[src/adc_serial_pkg.sv]
`default_nettype none
package adc_serial_pkg;

  // result and configuration word sizes
  localparam int RESULT_BITS = 12;
  localparam int CONFIG_BITS = 4;

  // register byte offsets
  localparam logic [7:0] CTRL_OFFSET   = 8'h00;
  localparam logic [7:0] STATUS_OFFSET = 8'h04;
  localparam logic [7:0] RESULT_OFFSET = 8'h08;

  // control register fields and reset value
  localparam int          CTRL_ENABLE_BIT = 0;
  localparam logic [31:0] CTRL_RESET      = 32'h0000_0001;

  // status register fields
  localparam int STAT_STATE_LSB    = 0;
  localparam int STAT_CFG_LSB      = 4;
  localparam int STAT_SHUTDOWN_BIT = 8;
  localparam int STAT_VALID_BIT    = 9;
  localparam int STAT_DRIVE_BIT    = 10;

  // result register fields
  localparam int RESULT_DATA_LSB  = 0;
  localparam int RESULT_VALID_BIT = 16;

  // configuration word bit positions after shifting in
  localparam int CFG_SGL_BIT  = 3;
  localparam int CFG_ODD_BIT  = 2;
  localparam int CFG_MSB_FIRST_ONLY_BIT = 1;
  localparam int CFG_PS_N_BIT = 0;

  // output slot numbering, counted in falling shift-clock edges
  localparam logic [4:0] SLOT_NULL     = 5'h00;
  localparam logic [4:0] SLOT_LAST_MSB = 5'h0C;
  localparam logic [4:0] SLOT_LAST_LSB = 5'h17;
  localparam logic [4:0] SLOT_MAX      = 5'h1F;

  // first successive-approximation trial code
  localparam logic [11:0] SAR_FIRST_TRIAL = 12'h800;

  // serial link state
  typedef enum logic [1:0] {
    ST_IDLE,
    ST_HUNT,
    ST_CONFIG,
    ST_CONVERT
  } link_state_t;

  // controls toward the analog front end
  typedef struct packed {
    logic        single_ended_select;
    logic        pos_is_input_b;
    logic        hold;
    logic        power_down;
    logic [11:0] dac_code;
  } analog_ctrl_t;

endpackage
`default_nettype wire

[src/adc_serial_control_interface.sv]
`default_nettype none
// Summary of operation
// - launch output bits on falling shift edge, sample inputs on rising edge
// - half duplex: receive configuration first, drive result afterwards
// - falling select starts a transaction and start-bit hunting
// - first one sampled after select falls is the start bit
// - four configuration bits follow start bit and launch the conversion
// - further serial input ignored until select is raised and lowered
// - one null bit, then result MSB first as each step decides
// - high select returns the interface to idle
// - mode and polarity bits pick channel pair or channel against ground
// - single-ended measures against ground; only positive side is held
// - bit-order one: MSB first then zeros while clocking continues
// - bit-order zero: MSB first then LSB first sharing the LSB
// - power-control bit zero enters shutdown instead of converting
// - shutdown: twelve ones then zeros; output released when select rises
// - shutdown lasts only until the next select cycle, no warm-up
// - result is 12-bit unipolar straight binary
// - serial interface enabled only while select is low
module adc_serial_control_interface (
  input  wire logic                        clk_i,
  input  wire logic                        rst_i,
  input  wire logic                        wb_cyc_i,
  input  wire logic                        wb_stb_i,
  input  wire logic                        wb_we_i,
  input  wire logic [7:0]                  wb_adr_i,
  input  wire logic [3:0]                  wb_sel_i,
  input  wire logic [31:0]                 wb_dat_i,
  output logic      [31:0]                 wb_dat_o,
  output logic                             wb_ack_o,
  input  wire logic                        select_n_i,
  input  wire logic                        shift_clk_i,
  input  wire logic                        serial_in_i,
  output logic                             serial_out_o,
  output logic                             serial_oe_o,
  input  wire logic                        comp_i,
  output adc_serial_pkg::analog_ctrl_t     analog_o
);

  // pin synchronisers; element 0 is only read by element 1
  logic [1:0]  sel_sync_q;
  logic [2:0]  sclk_sync_q;
  logic [1:0]  din_sync_q;
  logic [1:0]  comp_sync_q;

  // register file
  logic        enable_q;
  logic        ack_q;
  logic [31:0] rd_q;

  // link state
  adc_serial_pkg::link_state_t state_q;
  logic [1:0]  cfg_cnt_q;
  logic [3:0]  cfg_q;
  logic [4:0]  slot_q;
  logic [11:0] trial_q;
  logic [11:0] result_q;
  logic        valid_q;
  logic        shutdown_q;
  logic        hold_q;
  logic        dout_q;
  logic        oe_q;

  // one successive-approximation step on bit idx
  function automatic logic [11:0] sar_step(input logic [11:0] code, input logic [3:0] idx, input logic keep);
    logic [11:0] next;
    next      = code;
    next[idx] = keep;
    if (idx != 4'h0) begin
      next[idx - 4'h1] = 1'b1;
    end
    return next;
  endfunction

  // sampling of pins into the clk_i domain
  always_ff @(posedge clk_i) begin
    if (rst_i) begin
      sel_sync_q  <= 2'h3;
      sclk_sync_q <= 3'h0;
      din_sync_q  <= 2'h0;
      comp_sync_q <= 2'h0;
    end else begin
      sel_sync_q  <= {sel_sync_q[0], select_n_i};
      sclk_sync_q <= {sclk_sync_q[1:0], shift_clk_i};
      din_sync_q  <= {din_sync_q[0], serial_in_i};
      comp_sync_q <= {comp_sync_q[0], comp_i};
    end
  end

  // edge and level decode of the synchronised pins
  wire link_active = ~sel_sync_q[1] & enable_q;
  wire sclk_rise   = sclk_sync_q[1] & ~sclk_sync_q[2];
  wire sclk_fall   = ~sclk_sync_q[1] & sclk_sync_q[2];
  wire din_s       = din_sync_q[1];
  wire comp_s      = comp_sync_q[1];

  // output slot decode
  wire        msb_first_only = cfg_q[adc_serial_pkg::CFG_MSB_FIRST_ONLY_BIT];
  wire        in_msb_phase   = (slot_q != adc_serial_pkg::SLOT_NULL) && (slot_q <= adc_serial_pkg::SLOT_LAST_MSB);
  wire        in_lsb_phase   = (slot_q > adc_serial_pkg::SLOT_LAST_MSB) && (slot_q <= adc_serial_pkg::SLOT_LAST_LSB);
  wire [3:0]  msb_idx        = 4'(adc_serial_pkg::SLOT_LAST_MSB - slot_q);
  wire [3:0]  lsb_idx        = 4'(slot_q - adc_serial_pkg::SLOT_LAST_MSB);
  wire [4:0]  slot_next      = (slot_q == adc_serial_pkg::SLOT_MAX) ? slot_q : slot_q + 5'h01;
  wire [11:0] trial_next     = (slot_q == adc_serial_pkg::SLOT_NULL) ? adc_serial_pkg::SAR_FIRST_TRIAL
                                                                    : sar_step(trial_q, msb_idx, comp_s);

  // bit for the next falling edge
  logic out_bit;
  always_comb begin
    out_bit = 1'b0;
    if (shutdown_q) begin
      out_bit = in_msb_phase;
    end else if (in_msb_phase) begin
      out_bit = comp_s;
    end else if (in_lsb_phase && !msb_first_only) begin
      out_bit = result_q[lsb_idx];
    end
  end

  // serial link sequencer
  always_ff @(posedge clk_i) begin
    if (rst_i) begin
      state_q    <= adc_serial_pkg::ST_IDLE;
      cfg_cnt_q  <= 2'h0;
      cfg_q      <= 4'h0;
      slot_q     <= 5'h00;
      trial_q    <= 12'h000;
      result_q   <= 12'h000;
      valid_q    <= 1'b0;
      shutdown_q <= 1'b0;
      hold_q     <= 1'b0;
      dout_q     <= 1'b0;
      oe_q       <= 1'b0;
    end else if (!link_active) begin
      state_q   <= adc_serial_pkg::ST_IDLE;
      cfg_cnt_q <= 2'h0;
      slot_q    <= 5'h00;
      hold_q    <= 1'b0;
      dout_q    <= 1'b0;
      oe_q      <= 1'b0;
    end else begin
      case (state_q)
        adc_serial_pkg::ST_IDLE: begin
          state_q    <= adc_serial_pkg::ST_HUNT;
          shutdown_q <= 1'b0;
        end
        adc_serial_pkg::ST_HUNT: begin
          if (sclk_rise && din_s) begin
            state_q <= adc_serial_pkg::ST_CONFIG;
          end
        end
        adc_serial_pkg::ST_CONFIG: begin
          if (sclk_rise) begin
            cfg_q     <= {cfg_q[2:0], din_s};
            cfg_cnt_q <= cfg_cnt_q + 2'h1;
            if (cfg_cnt_q == 2'(adc_serial_pkg::CONFIG_BITS - 1)) begin
              state_q    <= adc_serial_pkg::ST_CONVERT;
              valid_q    <= 1'b0;
              shutdown_q <= ~din_s;
              hold_q     <= din_s;
              slot_q     <= adc_serial_pkg::SLOT_NULL;
            end
          end
        end
        adc_serial_pkg::ST_CONVERT: begin
          if (sclk_fall) begin
            slot_q <= slot_next;
            oe_q   <= 1'b1;
            dout_q <= out_bit;
            if (!shutdown_q && (slot_q <= adc_serial_pkg::SLOT_LAST_MSB)) begin
              trial_q <= trial_next;
            end
            if (!shutdown_q && (slot_q == adc_serial_pkg::SLOT_LAST_MSB)) begin
              result_q <= trial_next;
              valid_q  <= 1'b1;
              hold_q   <= 1'b0;
            end
          end
        end
        default: begin
          state_q <= adc_serial_pkg::ST_IDLE;
        end
      endcase
    end
  end

  // pins and analog front-end controls
  // undriven before null bit
  assign serial_out_o = dout_q;
  assign serial_oe_o  = oe_q;
  assign analog_o.single_ended_select = cfg_q[adc_serial_pkg::CFG_SGL_BIT];
  assign analog_o.pos_is_input_b      = cfg_q[adc_serial_pkg::CFG_ODD_BIT];
  assign analog_o.hold                = hold_q;
  assign analog_o.power_down          = shutdown_q;
  assign analog_o.dac_code            = trial_q;

  // register bus decode
  wire bus_req   = wb_cyc_i & wb_stb_i & ~ack_q;
  wire hit_ctrl  = (wb_adr_i == adc_serial_pkg::CTRL_OFFSET);
  wire hit_stat  = (wb_adr_i == adc_serial_pkg::STATUS_OFFSET);
  wire hit_res   = (wb_adr_i == adc_serial_pkg::RESULT_OFFSET);
  wire ctrl_wr   = bus_req & wb_we_i & hit_ctrl & wb_sel_i[0];

  // read data selection, unmapped reads as zero
  logic [31:0] rd_mux;
  always_comb begin
    rd_mux = 32'h0000_0000;
    if (hit_ctrl) begin
      rd_mux[adc_serial_pkg::CTRL_ENABLE_BIT] = enable_q;
    end else if (hit_stat) begin
      rd_mux[adc_serial_pkg::STAT_STATE_LSB +: 2] = state_q;
      rd_mux[adc_serial_pkg::STAT_CFG_LSB +: 4]   = cfg_q;
      rd_mux[adc_serial_pkg::STAT_SHUTDOWN_BIT]   = shutdown_q;
      rd_mux[adc_serial_pkg::STAT_VALID_BIT]      = valid_q;
      rd_mux[adc_serial_pkg::STAT_DRIVE_BIT]      = oe_q;
    end else if (hit_res) begin
      rd_mux[adc_serial_pkg::RESULT_DATA_LSB +: 12] = result_q;
      rd_mux[adc_serial_pkg::RESULT_VALID_BIT]      = valid_q;
    end
  end

  // wishbone slave: one wait state, every address acknowledged
  always_ff @(posedge clk_i) begin
    if (rst_i) begin
      ack_q    <= 1'b0;
      rd_q     <= 32'h0000_0000;
      enable_q <= adc_serial_pkg::CTRL_RESET[adc_serial_pkg::CTRL_ENABLE_BIT];
    end else begin
      ack_q <= bus_req;
      if (bus_req) begin
        rd_q <= rd_mux;
      end
      if (ctrl_wr) begin
        enable_q <= wb_dat_i[adc_serial_pkg::CTRL_ENABLE_BIT];
      end
    end
  end

  assign wb_ack_o = ack_q;
  assign wb_dat_o = rd_q;

endmodule
`default_nettype wire

[config.mk]
export PLATFORM = sky130hd
export DESIGN_NAME = adc_serial_control_interface
export DESIGN_NICKNAME = d
export VERILOG_FILES = /design/src/adc_serial_pkg.sv /design/src/adc_serial_control_interface.sv
export SDC_FILE = /design/constraint.sdc
export NUM_CORES = 1
export LEC_CHECK = 0
export ABC_AREA = 1
export BUFFER_PORTS_ARGS = -buffer_cell sky130_fd_sc_hd__buf_2
export CAP_MARGIN = 20
export CELL_PAD_IN_SITES_DETAIL_PLACEMENT = 1
export CELL_PAD_IN_SITES_GLOBAL_PLACEMENT = 1
export CORE_MARGIN = 1.5
export CORE_UTILIZATION = 33
export DETAILED_ROUTE_END_ITERATION = 16
export GPL_TIMING_DRIVEN = 0
export HOLD_SLACK_MARGIN = 0.08
export PLACE_DENSITY = 0.85
export SYNTH_ARGS = -nofsm -noshare
export SYNTH_HDL_FRONTEND = slang
export SYNTH_SLANG_ARGS = --single-unit
[constraint.sdc]
create_clock -name clk_i -period 1.6 [get_ports clk_i]
set_input_delay 0.08 -clock clk_i [delete_from_list [all_inputs] [get_ports clk_i]]
set_output_delay 0.08 -clock clk_i [all_outputs]
set_load 0.1 [all_outputs]
### Word-level counts from Yosys, hierarchy flattened

Cells that the tools add are included.

| storage, ports and cells | value |
|---|---|
| register bits | 66 |
| bits of input ports | 53 |
| output and inout port bits | 51 |
| word-level logic and storage cells | 133 |

| cells by class | value |
|---|---|
| add/subtract/negate cells | 5 |
| order comparisons | 8 |
| eq/ne operators | 14 |
| mux-type cells | 44 |
| bitwise gates (word level) | 15 |
| reductions and logical operators | 29 |

Operators with widths:

| cell | number |
|---|---|
| 2-to-1 mux 12 bit | 3 |
| 2-to-1 mux 1 bit | 21 |
| 2-to-1 mux 5 bit | 4 |
| AND reduction 4 bit | 4 |
| < comparator 4 x 5 -> 1 bit (second input constant) | 3 |
| bitwise mux 12 bit | 1 |
| inequality test 2 bit (second input constant) | 6 |
| OR 12 bit | 1 |
| 2-to-1 mux 11 bit | 1 |
| 2-to-1 mux 2 bit | 5 |
| one-hot mux 5 bit (2 select lines) | 1 |
| AND reduction 5 bit | 2 |
| AND 1 bit | 8 |
| demux 1 bit (select 4 bit) | 2 |
| equality test 8 x 3 -> 1 bit (second input constant) | 1 |
| equality test 8 x 4 -> 1 bit (second input constant) | 1 |
| >= comparator 4 x 1 -> 1 bit (second input constant) | 2 |
| logical AND 1 bit | 8 |
| logical NOT 8 bit | 1 |
| 2-to-1 mux 7 bit | 1 |
| equality test 2 bit (second input constant) | 3 |
| NOT 1 bit | 6 |
| one-hot mux 1 bit (2 select lines) | 3 |
| one-hot mux 2 bit (3 select lines) | 1 |
| 23 further kinds | 26 |

### Logic depth before layout (Yosys ltp)

Gate-level depths: netlist of the first run.

| depth | value |
|---|---|
| word-level depth | 9 |
| depth in mapped cells | 15 |
| mapped depth without buffers | 14 |

### Least setup slack after synthesis of the first run

Ideal clock, no wire load.

| timing | value |
|---|---|
| kind | register -> register |
| from | register ack_q, in the netlist wb_ack_o |
| to | register rd_q[1], in the netlist wb_dat_o[1] |
| library setup time | 74 ps |
| data arrival time | 1875 ps |
| data required time | 1526 ps |
| slack | -349 ps |
| cell stages (with the launch flop) | 6 |
| buffers on the path | 1 |
| period minus slack after synthesis | 1949 ps |
| cell sequence | dfxtp_1 -> nor2_1 -> inv_2 -> clkbuf_1 -> nand2_1 -> a31oi_1 |

| on the way | value |
|---|---|
| longest elaborated chain between the ends | 2 |

RTL lines:

| element | line | text |
|---|---|---|
| from (decl) | adc_serial_control_interface.sv:48 | `logic ack_q;` |
| from (signal assigned) | adc_serial_control_interface.sv:229 | `ack_q <= bus_req;` |
| NOT 1 bit | adc_serial_control_interface.sv:198 | `wire bus_req = wb_cyc_i & wb_stb_i & ~ack_q;` |
| AND 1 bit | adc_serial_control_interface.sv:198 |  |
| to (signal assigned) | adc_serial_control_interface.sv:231 | `rd_q <= rd_mux;` |
| to (decl) | adc_serial_control_interface.sv:49 | `logic [31:0] rd_q;` |

No other way between the ends.
A chain may end at the register's enable or synchronous reset.

### Worst setup path in the final report of the first run

| timing | value |
|---|---|
| from | register slot_q[0] |
| to | register result_q[10] |

| on the way | value |
|---|---|
| longest elaborated chain between the ends | 9 |
| elaborated cells on any way between the ends | 21 |
| those cells by class | 2 x add/sub; 4 x order compare; 1 x eq/ne; 7 x mux; 1 x bitwise; 6 x reduce/logical |

RTL lines:

| element | line | text |
|---|---|---|
| from (decl) | adc_serial_control_interface.sv:55 | `logic [4:0] slot_q;` |
| from (signal assigned) | adc_serial_control_interface.sv:161 | `slot_q <= adc_serial_pkg::SLOT_NULL;` |
| from (signal assigned) | adc_serial_control_interface.sv:167 | `slot_q <= slot_next;` |
| subtractor 4 bit | adc_serial_control_interface.sv:101 | `wire [3:0] msb_idx = 4'(adc_serial_pkg::SLOT_LAST_MSB - slot_q);` |
| subtractor 4 x 1 -> 4 bit (tied with other cells) | adc_serial_control_interface.sv:70 | `next[idx - 4'h1] = 1'b1;` |
| < comparator 4 x 5 -> 1 bit (not written as such) (tied with other cells) | adc_serial_control_interface.sv:70 |  |
| logical AND 1 bit (not written as such) / 2-to-1 mux 1 bit (equally long branches) | adc_serial_control_interface.sv:70, adc_serial_control_interface.sv:68 |  |
| 2-to-1 mux 1 bit (not written as such) / demux 1 bit (select 4 bit) (equally long branches) | adc_serial_control_interface.sv:70, adc_serial_control_interface.sv:68 |  |
| demux 1 bit (select 4 bit) / bitwise mux 12 bit (equally long branches) | adc_serial_control_interface.sv:70, adc_serial_control_interface.sv:68 |  |
| OR 12 bit (no line) | n/a |  |
| 2-to-1 mux 12 bit | adc_serial_control_interface.sv:69 | `if (idx != 4'h0) begin` |
| 2-to-1 mux 12 bit | adc_serial_control_interface.sv:104 | `wire [11:0] trial_next = (slot_q == adc_serial_pkg::SLOT_NULL) ? adc_serial_pkg::SAR_FIRST_TRIAL` |
| to (signal assigned) | adc_serial_control_interface.sv:174 | `result_q <= trial_next;` |
| to (decl) | adc_serial_control_interface.sv:57 | `logic [11:0] result_q;` |

Several ways; a longest one is shown, not always the timed one.

==> results of run 1 <==
repair_timing:
item,CTS,global route
hold buffers,5,0
hold endpoints to repair,5,0
setup buffers,19,14
setup endpoints to repair,40,36
cloned,2,0
pin swaps,24,36
resized for setup,94,92
critical path: stages, from the launching register on:
cell	delay (ns)
dfxtp_4	0.41
inv_8	0.05
ha_4	0.22
nor2_4	0.15
inv_2	0.06
nor2_4	0.19
nand3_4	0.11
nand2_4	0.14
nand3_1	0.10
nand2_1	0.10
nand2_2	0.10
a21oi_2	0.16
metal layers:
| metal | part of all wire | track usage | vias to the layer above |
|---|---|---|---|
| met5 | 0 | 0 | - |
| met4 | 0.062 | 0.138 | 0 |
| met1 | 0.38 | 0.268 | 2162 |
| met3 | 0.053 | 0.0383 | 84 |
| li1 | - | - | 1893 |
| met2 | 0.50 | 0.419 | 192 |
how the worst max path moves through the flow:
stage | startpoint | slack, ns | cells after the start | to
6_report | slot_q[0] | -0.26 | 11 | result_q[10]
5_1_grt | slot_q[0] | -0.34 | 11 | result_q[10]
4_1_cts | slot_q[0] | -0.06 | 13 | result_q[9]
3_5_place_dp | state_q[0] | -0.44 | 9 | slot_q[2]
3_3_place_gp | state_q[0] | -0.26 | 9 | slot_q[2]
2_1_floorplan | slot_q[0] | 0.005 | 14 | trial_q[5]
power groups by stage:
stage | Combinational (mW) | Sequential [mW] | Clock [mW]
2_1_floorplan | 0.294 | 1.71 | 0
3_3_place_gp | 0.357 | 1.70 | 0
3_5_place_dp | 0.363 | 1.70 | 0
4_1_cts | 0.381 | 1.65 | 1.50
5_1_grt | 0.416 | 1.66 | 1.59
6_report | 0.398 | 1.66 | 1.51
layout make-up:
| class | count | area [sq um] |
|---|---|---|
| fillers | 1342 | 5510 |
| flip-flops and latches | 66 | 1350 |
| well taps | 140 | 175 |
| inverters | 63 | 277 |
| clock inverters | 6 | 65.1 |
| repair buffers | 89 | 624 |
| multi-input cells | 367 | 2460 |
| clock buffers | 10 | 138 |
| plain buffers | 39 | 299 |
metrics by stage:
stage | power [mW] | cells | instance area [sq um] | setup WS, ns | utilization
floorplan | 2.01 | 537 | 3790 | 0.00466 | -
global placement | 2.05 | 726 | 4210 | -0.262 | 0.387
detailed placement | 2.06 | 726 | 4210 | -0.438 | 0.387
CTS | 3.53 | 768 | 4940 | -0.0635 | 0.454
global route | 3.66 | 780 | 5380 | -0.337 | 0.494
finish | 3.57 | 780 | 5380 | -0.260 | 0.494
placed cells by master, fill, tap and decap left out, drive strengths merged, types with 16 or more instances in the layout:
master,n
nand2,110
o21ai,47
ha,16
conb,19
dfxtp,66
buf,116
a21oi,51
clkbuf,17
nand3,50
inv,64
nor2,44
cells in the mapped netlist, types with 2 or more instances:
| master | count | area, sq um |
|---|---|---|
| a211oi_1 | 2 | 15.0 |
| a21oi_1 | 51 | 255 |
| a31oi_1 | 6 | 37.5 |
| buf_2 | 6 | 30.0 |
| buf_4 | 26 | 195 |
| buf_6 | 2 | 22.5 |
| clkbuf_1 | 7 | 26.3 |
| dfxtp_1 | 66 | 1320 |
| ha_1 | 16 | 200 |
| inv_1 | 54 | 203 |
| inv_2 | 8 | 30.0 |
| nand2_1 | 99 | 372 |
| nand2_2 | 3 | 18.8 |
| nand2_4 | 6 | 67.6 |
| nand2_8 | 2 | 40.0 |
| nand3_1 | 47 | 235 |
| nand3_2 | 2 | 20.0 |
| nand4_1 | 6 | 37.5 |
| nor2_1 | 38 | 143 |
| nor2_2 | 4 | 25.0 |
| nor2_4 | 2 | 22.5 |
| o211ai_1 | 4 | 30.0 |
| o21a_1 | 3 | 22.5 |
| o21ai_0 | 42 | 210 |
| o21ai_1 | 5 | 25.0 |
| or2_2 | 3 | 18.8 |
sequential cells by signal (all words and copies together), names as in the netlist, 2 cells and up:
signal,cells
cfg_cnt_q,2
cfg_q,4
comp_sync_q,2
din_sync_q,2
result_q,12
sclk_sync_q,3
sel_sync_q,2
slot_q,5
state_q,2
trial_q,12
wb_dat_o,13
cell families after synthesis:
logic type,after synthesis,synth area share
xor gates and xnor gates,1,0.00236
DFF,66,0.357
muxes,1,0.00270
AOI/OAI and AO/OA,114,0.164
and+or+nand+nor,216,0.281
buffers and inverters,104,0.138
other,1,0.00101
adders and majority gates,16,0.0540
==> results.md, run 1 <==
* Status: complete, but fails checks
* Failing checks: negative setup slack
* Post-DP HPWL at 8720 microns
* Startpoint Class: register
* Switching Fraction at 0.300
* Root buf cell: clkbuf_8
* Routed vias at 4,331
* I/O pins at 104
* Nets at 704
* HP Class: input port to register
* Die height at around 110 microns
* Die Area at 11,900 sq um
* Dominant synthesized flop cell: dfxtp_1
* Starting DRC count in detailed routing at 269
* Internal cell power at 2.49 mW
* Crit path capture type: register
* RR Endpoint: result_q[10]
* Vias/cell at 5.55
* Largest net degree at the start of global routing at 13
* Final WS setup at -0.260 ns
* R2R Path Start: slot_q[0]
* Longest Clk Path Bufs at 2
* Max Cap Violations at 0
* Final Max Slew Viols at 0
* Flop2flop setup slack at -0.26 ns
* Antenna violations before repair at 0
* FFs w/ async S/R, synth at 0
* First-pass GRT wire length at 21,300 microns
* Unrepaired setup endpoints after global routing: yes
* CTS tree: done
* Sequential share of power at 0.464
* Worst r2r path cells at 11
* Port-buffer cells at 49
* Final Setup Violations at 32
* Setup TNS at -5.14 ns
* GRT overflow at 0
* Reg clk slew, reported paths at approximately 0.090 ns
* GRT Util Overall at 0.237
* Share of post-route cells with drive strength above 1 at 0.419
* CTS sink cnt at 66
* Cell count after synthesis at between 500 and 600
* Worst hold slack at 0.0984 ns
* Worst Tran Pin Value at about 0.65 ns
* WHS Path Cells at 6
* Clock skew at 0.0117 ns
* Die Wd at 109 microns
* Comb power frac at 0.112
* Number of unique standard cell types used by synthesis at 35
* Crit-path max FO at 4
* Tcrit/Tclk final at 1.16
* Slew HR at 0.565
* Cell Area, Synth at 3710 sq um
* Antenna Cells at 0
* Final min period at 1.86 ns
* Clock power share at 0.424
* P&R area growth vs syn at 45.1%
* Final wirelength at 16,400 microns
* Routed Antenna Nets at 0
* Register area share after synthesis at 0.357
* Starting density of the core at 0.340
* Worst-Skew Late Latency at 0.36 ns
* Leakage at 2.41 nW
* Avg WL per Cell at 21.0 microns
* Post-synth EDFFs at 0
* Htree depth at 3
* CP required at between 1.5 and 2 ns
* Fin. Hold Viols at 0
* Worst min-delay path endpoint: enable_q
* Core area at approximately 11,000 sq um
* Num CTS Buffers at 9
* Synth Area per Inst at 7.14 sq um
* Net Switching at 1.07 mW
* TritonRoute pass-1 iters at 5
* Drt drc at 0
* Syn. warnings at 0
* Pwr/cell area at 663 nW/um^2
* Worst hold start: wb_we_i
* FMAX at between 500 and 600 MHz
* Flops & latches, synth at 66
* Vias in the first global route at 4,254
* # rows at 38
* Worst VDD drop at 0.322 mV
* Gpl congestion at 0.920
* Arrival @ worst endpoint at between 2 and 2.5 ns
* Critical path type: register to register
(Power assumes the default switching activity.)
==> inputs of run 2 (changes only) <==
--- a/config.mk
+++ b/config.mk
@@ -11,11 +11,12 @@
 export CELL_PAD_IN_SITES_DETAIL_PLACEMENT = 1
 export CELL_PAD_IN_SITES_GLOBAL_PLACEMENT = 1
 export CORE_MARGIN = 1.5
-export CORE_UTILIZATION = 33
+export CORE_UTILIZATION = 34
+export CTS_BUF_LIST = sky130_fd_sc_hd__clkbuf_4
 export DETAILED_ROUTE_END_ITERATION = 16
 export GPL_TIMING_DRIVEN = 0
 export HOLD_SLACK_MARGIN = 0.08
-export PLACE_DENSITY = 0.85
+export PLACE_DENSITY_LB_ADDON = 0.1
 export SYNTH_ARGS = -nofsm -noshare
 export SYNTH_HDL_FRONTEND = slang
 export SYNTH_SLANG_ARGS = --single-unit
==> run 2 against run 1 <==
  * The run still ends with negative setup slack left
  * Hold slack lost 0.0022 ns
  * Clock-buffer cell count fell by 1
  * Combinational power decreased by 1%
  * Global-route usage decreased by 1.9 points
  * Core utilization is 0.75 points higher
  * First-iteration DRC count is 57% lower
  * Via count down 10%
  * Sequential power about the same
  * Register-to-register slack better by 0.14 ns
  * Fmax up 8.2%
  * Cell area shrank 2.4%
  * Clock skew grew 0.0054 ns
  * Largest power group unchanged
==> results.md, run 2 (same netlist as run 1, synthesis figures left out) <==
* Status: complete, but fails checks
* Failing checks: negative setup slack
* CTS sink cnt at 66 (unchanged)
* Antenna Cells at 0 (unchanged)
* Die height at 107 microns (-1.4%)
* Worst-path cell chain: buf_6 > ha_4 > nand2_1 > inv_1 > ha_1 > nand2_2 > nand3_4 > buf_4 > a21oi_1 > a211oi_1
* Flop2flop setup slack at -0.12 ns (+0.14 ns)
* Fin cells at 779 (-0.13%)
* Worst hold slack at 0.0962 ns (-0.00216 ns)
* Vias/cell at 4.99 (-10%)
* First-pass GRT wire length at 19,600 microns (-8.3%)
* Number of flip-flops in the largest register at 13 (unchanged)
* CTS tree: done
* Routed Antenna Nets at 0 (unchanged)
* Num CTS Buffers at 9 (unchanged)
* Clock skew at 0.0171 ns (+0.00538 ns)
* Leakage at 2.34 nW (-3.1%)
* Antenna violations before repair at 0 (unchanged)
* Port-buffer cells at 49 (unchanged)
* Kind of cell adding the most delay to the critical path: flip-flops
* Final wirelength at 12,800 microns (-22%)
* Most frequent cells in the layout: nand2_1, dfxtp_1, buf_2, buf_4, inv_1
* Longest Clk Path Bufs at 2 (unchanged)
* Placed cell area at 4210 sq um (-0.12%)
* Worst-Skew Late Latency at 0.43 ns (+0.07 ns)
* Share of post-route cells with drive strength above 1 at 0.384 (-0.0346)
* Slew HR at 0.556 (-0.00956)
* Post-DP HPWL at 8730 microns (+0.12%)
* Tot Pwr at 3.40 mW (-4.5%)
* Placed cells at 722 (-0.55%)
* Final min period at 1.72 ns (-0.141 ns)
* Crit path capture type: register
* # rows at 37 (-2.6%)
* CP bufs+invs at 3 (+1)
* FF/Latch Area at 1350 sq um (+0.19%)
* GRT overflow at 0 (unchanged)
* Worst VDD drop at 0.534 mV (+66%)
* FMAX at 582 MHz (+8.2%)
* Worst Tran Pin Value at 0.666 ns (+0.0143 ns)
* Fill cells at 1,310 (-2.4%)
* Tcrit/Tclk final at 1.07 (-0.0881)
* Root buf cell: clkbuf_4
* Arrival @ worst endpoint at 2.04 ns (-0.10 ns)
* Max Cap Violations at 0 (unchanged)
* Final Max Slew Viols at 0 (unchanged)
* P&R area growth vs syn at 41.6%
* Gpl congestion at 0.884 (-4.0%)
* Slowest stage delay, CP at 0.39 ns (-0.02 ns)
* Pwr/cell area at 649 nW/um^2 (-2.1%)
* Die Area at 11,500 sq um (-2.9%)
* Design Area, Final at 5250 sq um (-2.4%)
* GRT Util Overall at 0.218 (-0.0189)
* CP required at 1.92 ns (+0.04 ns)
* Largest net degree at the start of global routing at 14 (+1)
* Starting density of the core at 0.354 (+0.0138)
* Core area at 10,500 sq um (-3.9%)
* Die Wd at 107 microns (-1.4%)
* Avg WL per Cell at 16.5 microns (-22%)
* HP Class: input port to register
* I/O pins at 104 (unchanged)
* Commonest non-fill, non-tap cell in the layout: nand2_1
* Multi-input gate area at 2330 sq um (-5.2%)
* Startpoint Class: register
* Slowest CP cell: dfxtp_4
* TritonRoute pass-1 iters at 4 (-1)
* Htree depth at 3 (unchanged)
* Reg clk slew, reported paths at 0.14 ns (+0.05 ns)
* Nets at 707 (+0.43%)
* Final WS setup at -0.119 ns (+0.141 ns)
* Starting DRC count in detailed routing at 115 (-57%)
* Critical path type: register to register
* Routed vias at 3,887 (-10%)
* Crit-path max FO at 10 (+6)
* Drt drc at 0 (unchanged)
* Unrepaired setup endpoints after global routing: yes
* Final Setup Violations at 26 (-19%)
* Setup TNS at -1.67 ns (+3.47 ns)
* Fin. Hold Viols at 0 (unchanged)
* Vias in the first global route at 3,886 (-8.7%)
run 2: what timing repair did:
item | 4_1_cts | 5_1_grt
setup endpoints to repair | 42 | 42
pin swaps | 16 | 27
cloned | 2 | 0
hold buffers | 7 | 0
gates resized for setup | 82 | 72
endpoints found under the hold margin | 5 | 0
setup buffers | 18 | 16
run 2: area by class of cell:
cell class,count,area share
multi-input cells,367,0.444
repair buffers,92,0.124
inverters,63,0.0522
flip-flops and latches,66,0.257
clock buffers,9,0.0129
clock inverters,7,0.0191
plain buffers,39,0.0587
well taps,136,0.0324
run 2: layer usage:
metal  GRT usage  part of all wire
met5           0                 0
met1       0.276              0.44
met4      0.0602             0.024
met3      0.0345             0.034
met2       0.383              0.51
run 2: path summary, 6_finish.rpt:
check        cells after the start        endpoint           start
max                             10       slot_q[1]       slot_q[1]
min                              5     wb_dat_o[8]        wb_stb_i
max reg2reg                     10       slot_q[1]       slot_q[1]
min reg2reg                      2  sclk_sync_q[1]  sclk_sync_q[0]
run 2: power by group:
| group | leakage [nW] | switching, mW | internal [mW] |
|---|---|---|---|
| clock | 0.0875 | 0.708 | 0.648 |
| sequential | 0.539 | 0.00827 | 1.65 |
| combinational | 1.71 | 0.305 | 0.0883 |
run 2: through the flow:
step	util	setup WS, ns
final	0.502	-0.119
after global routing	0.502	-0.209
after CTS	0.467	-0.0885
after detailed placement	0.402	-0.386
after global placement	0.402	-0.329
after floorplan	-	0.00466
run 2: worst reg2reg max path: cells and delay by family, from the launching register on:
kind	cells	cell delay [ns]
adders and majority gates	2	0.36
and+or+nand+nor	3	0.31
buffers and inverters	3	0.37
AOI/OAI and AO/OA	2	0.17
DFF	1	0.39
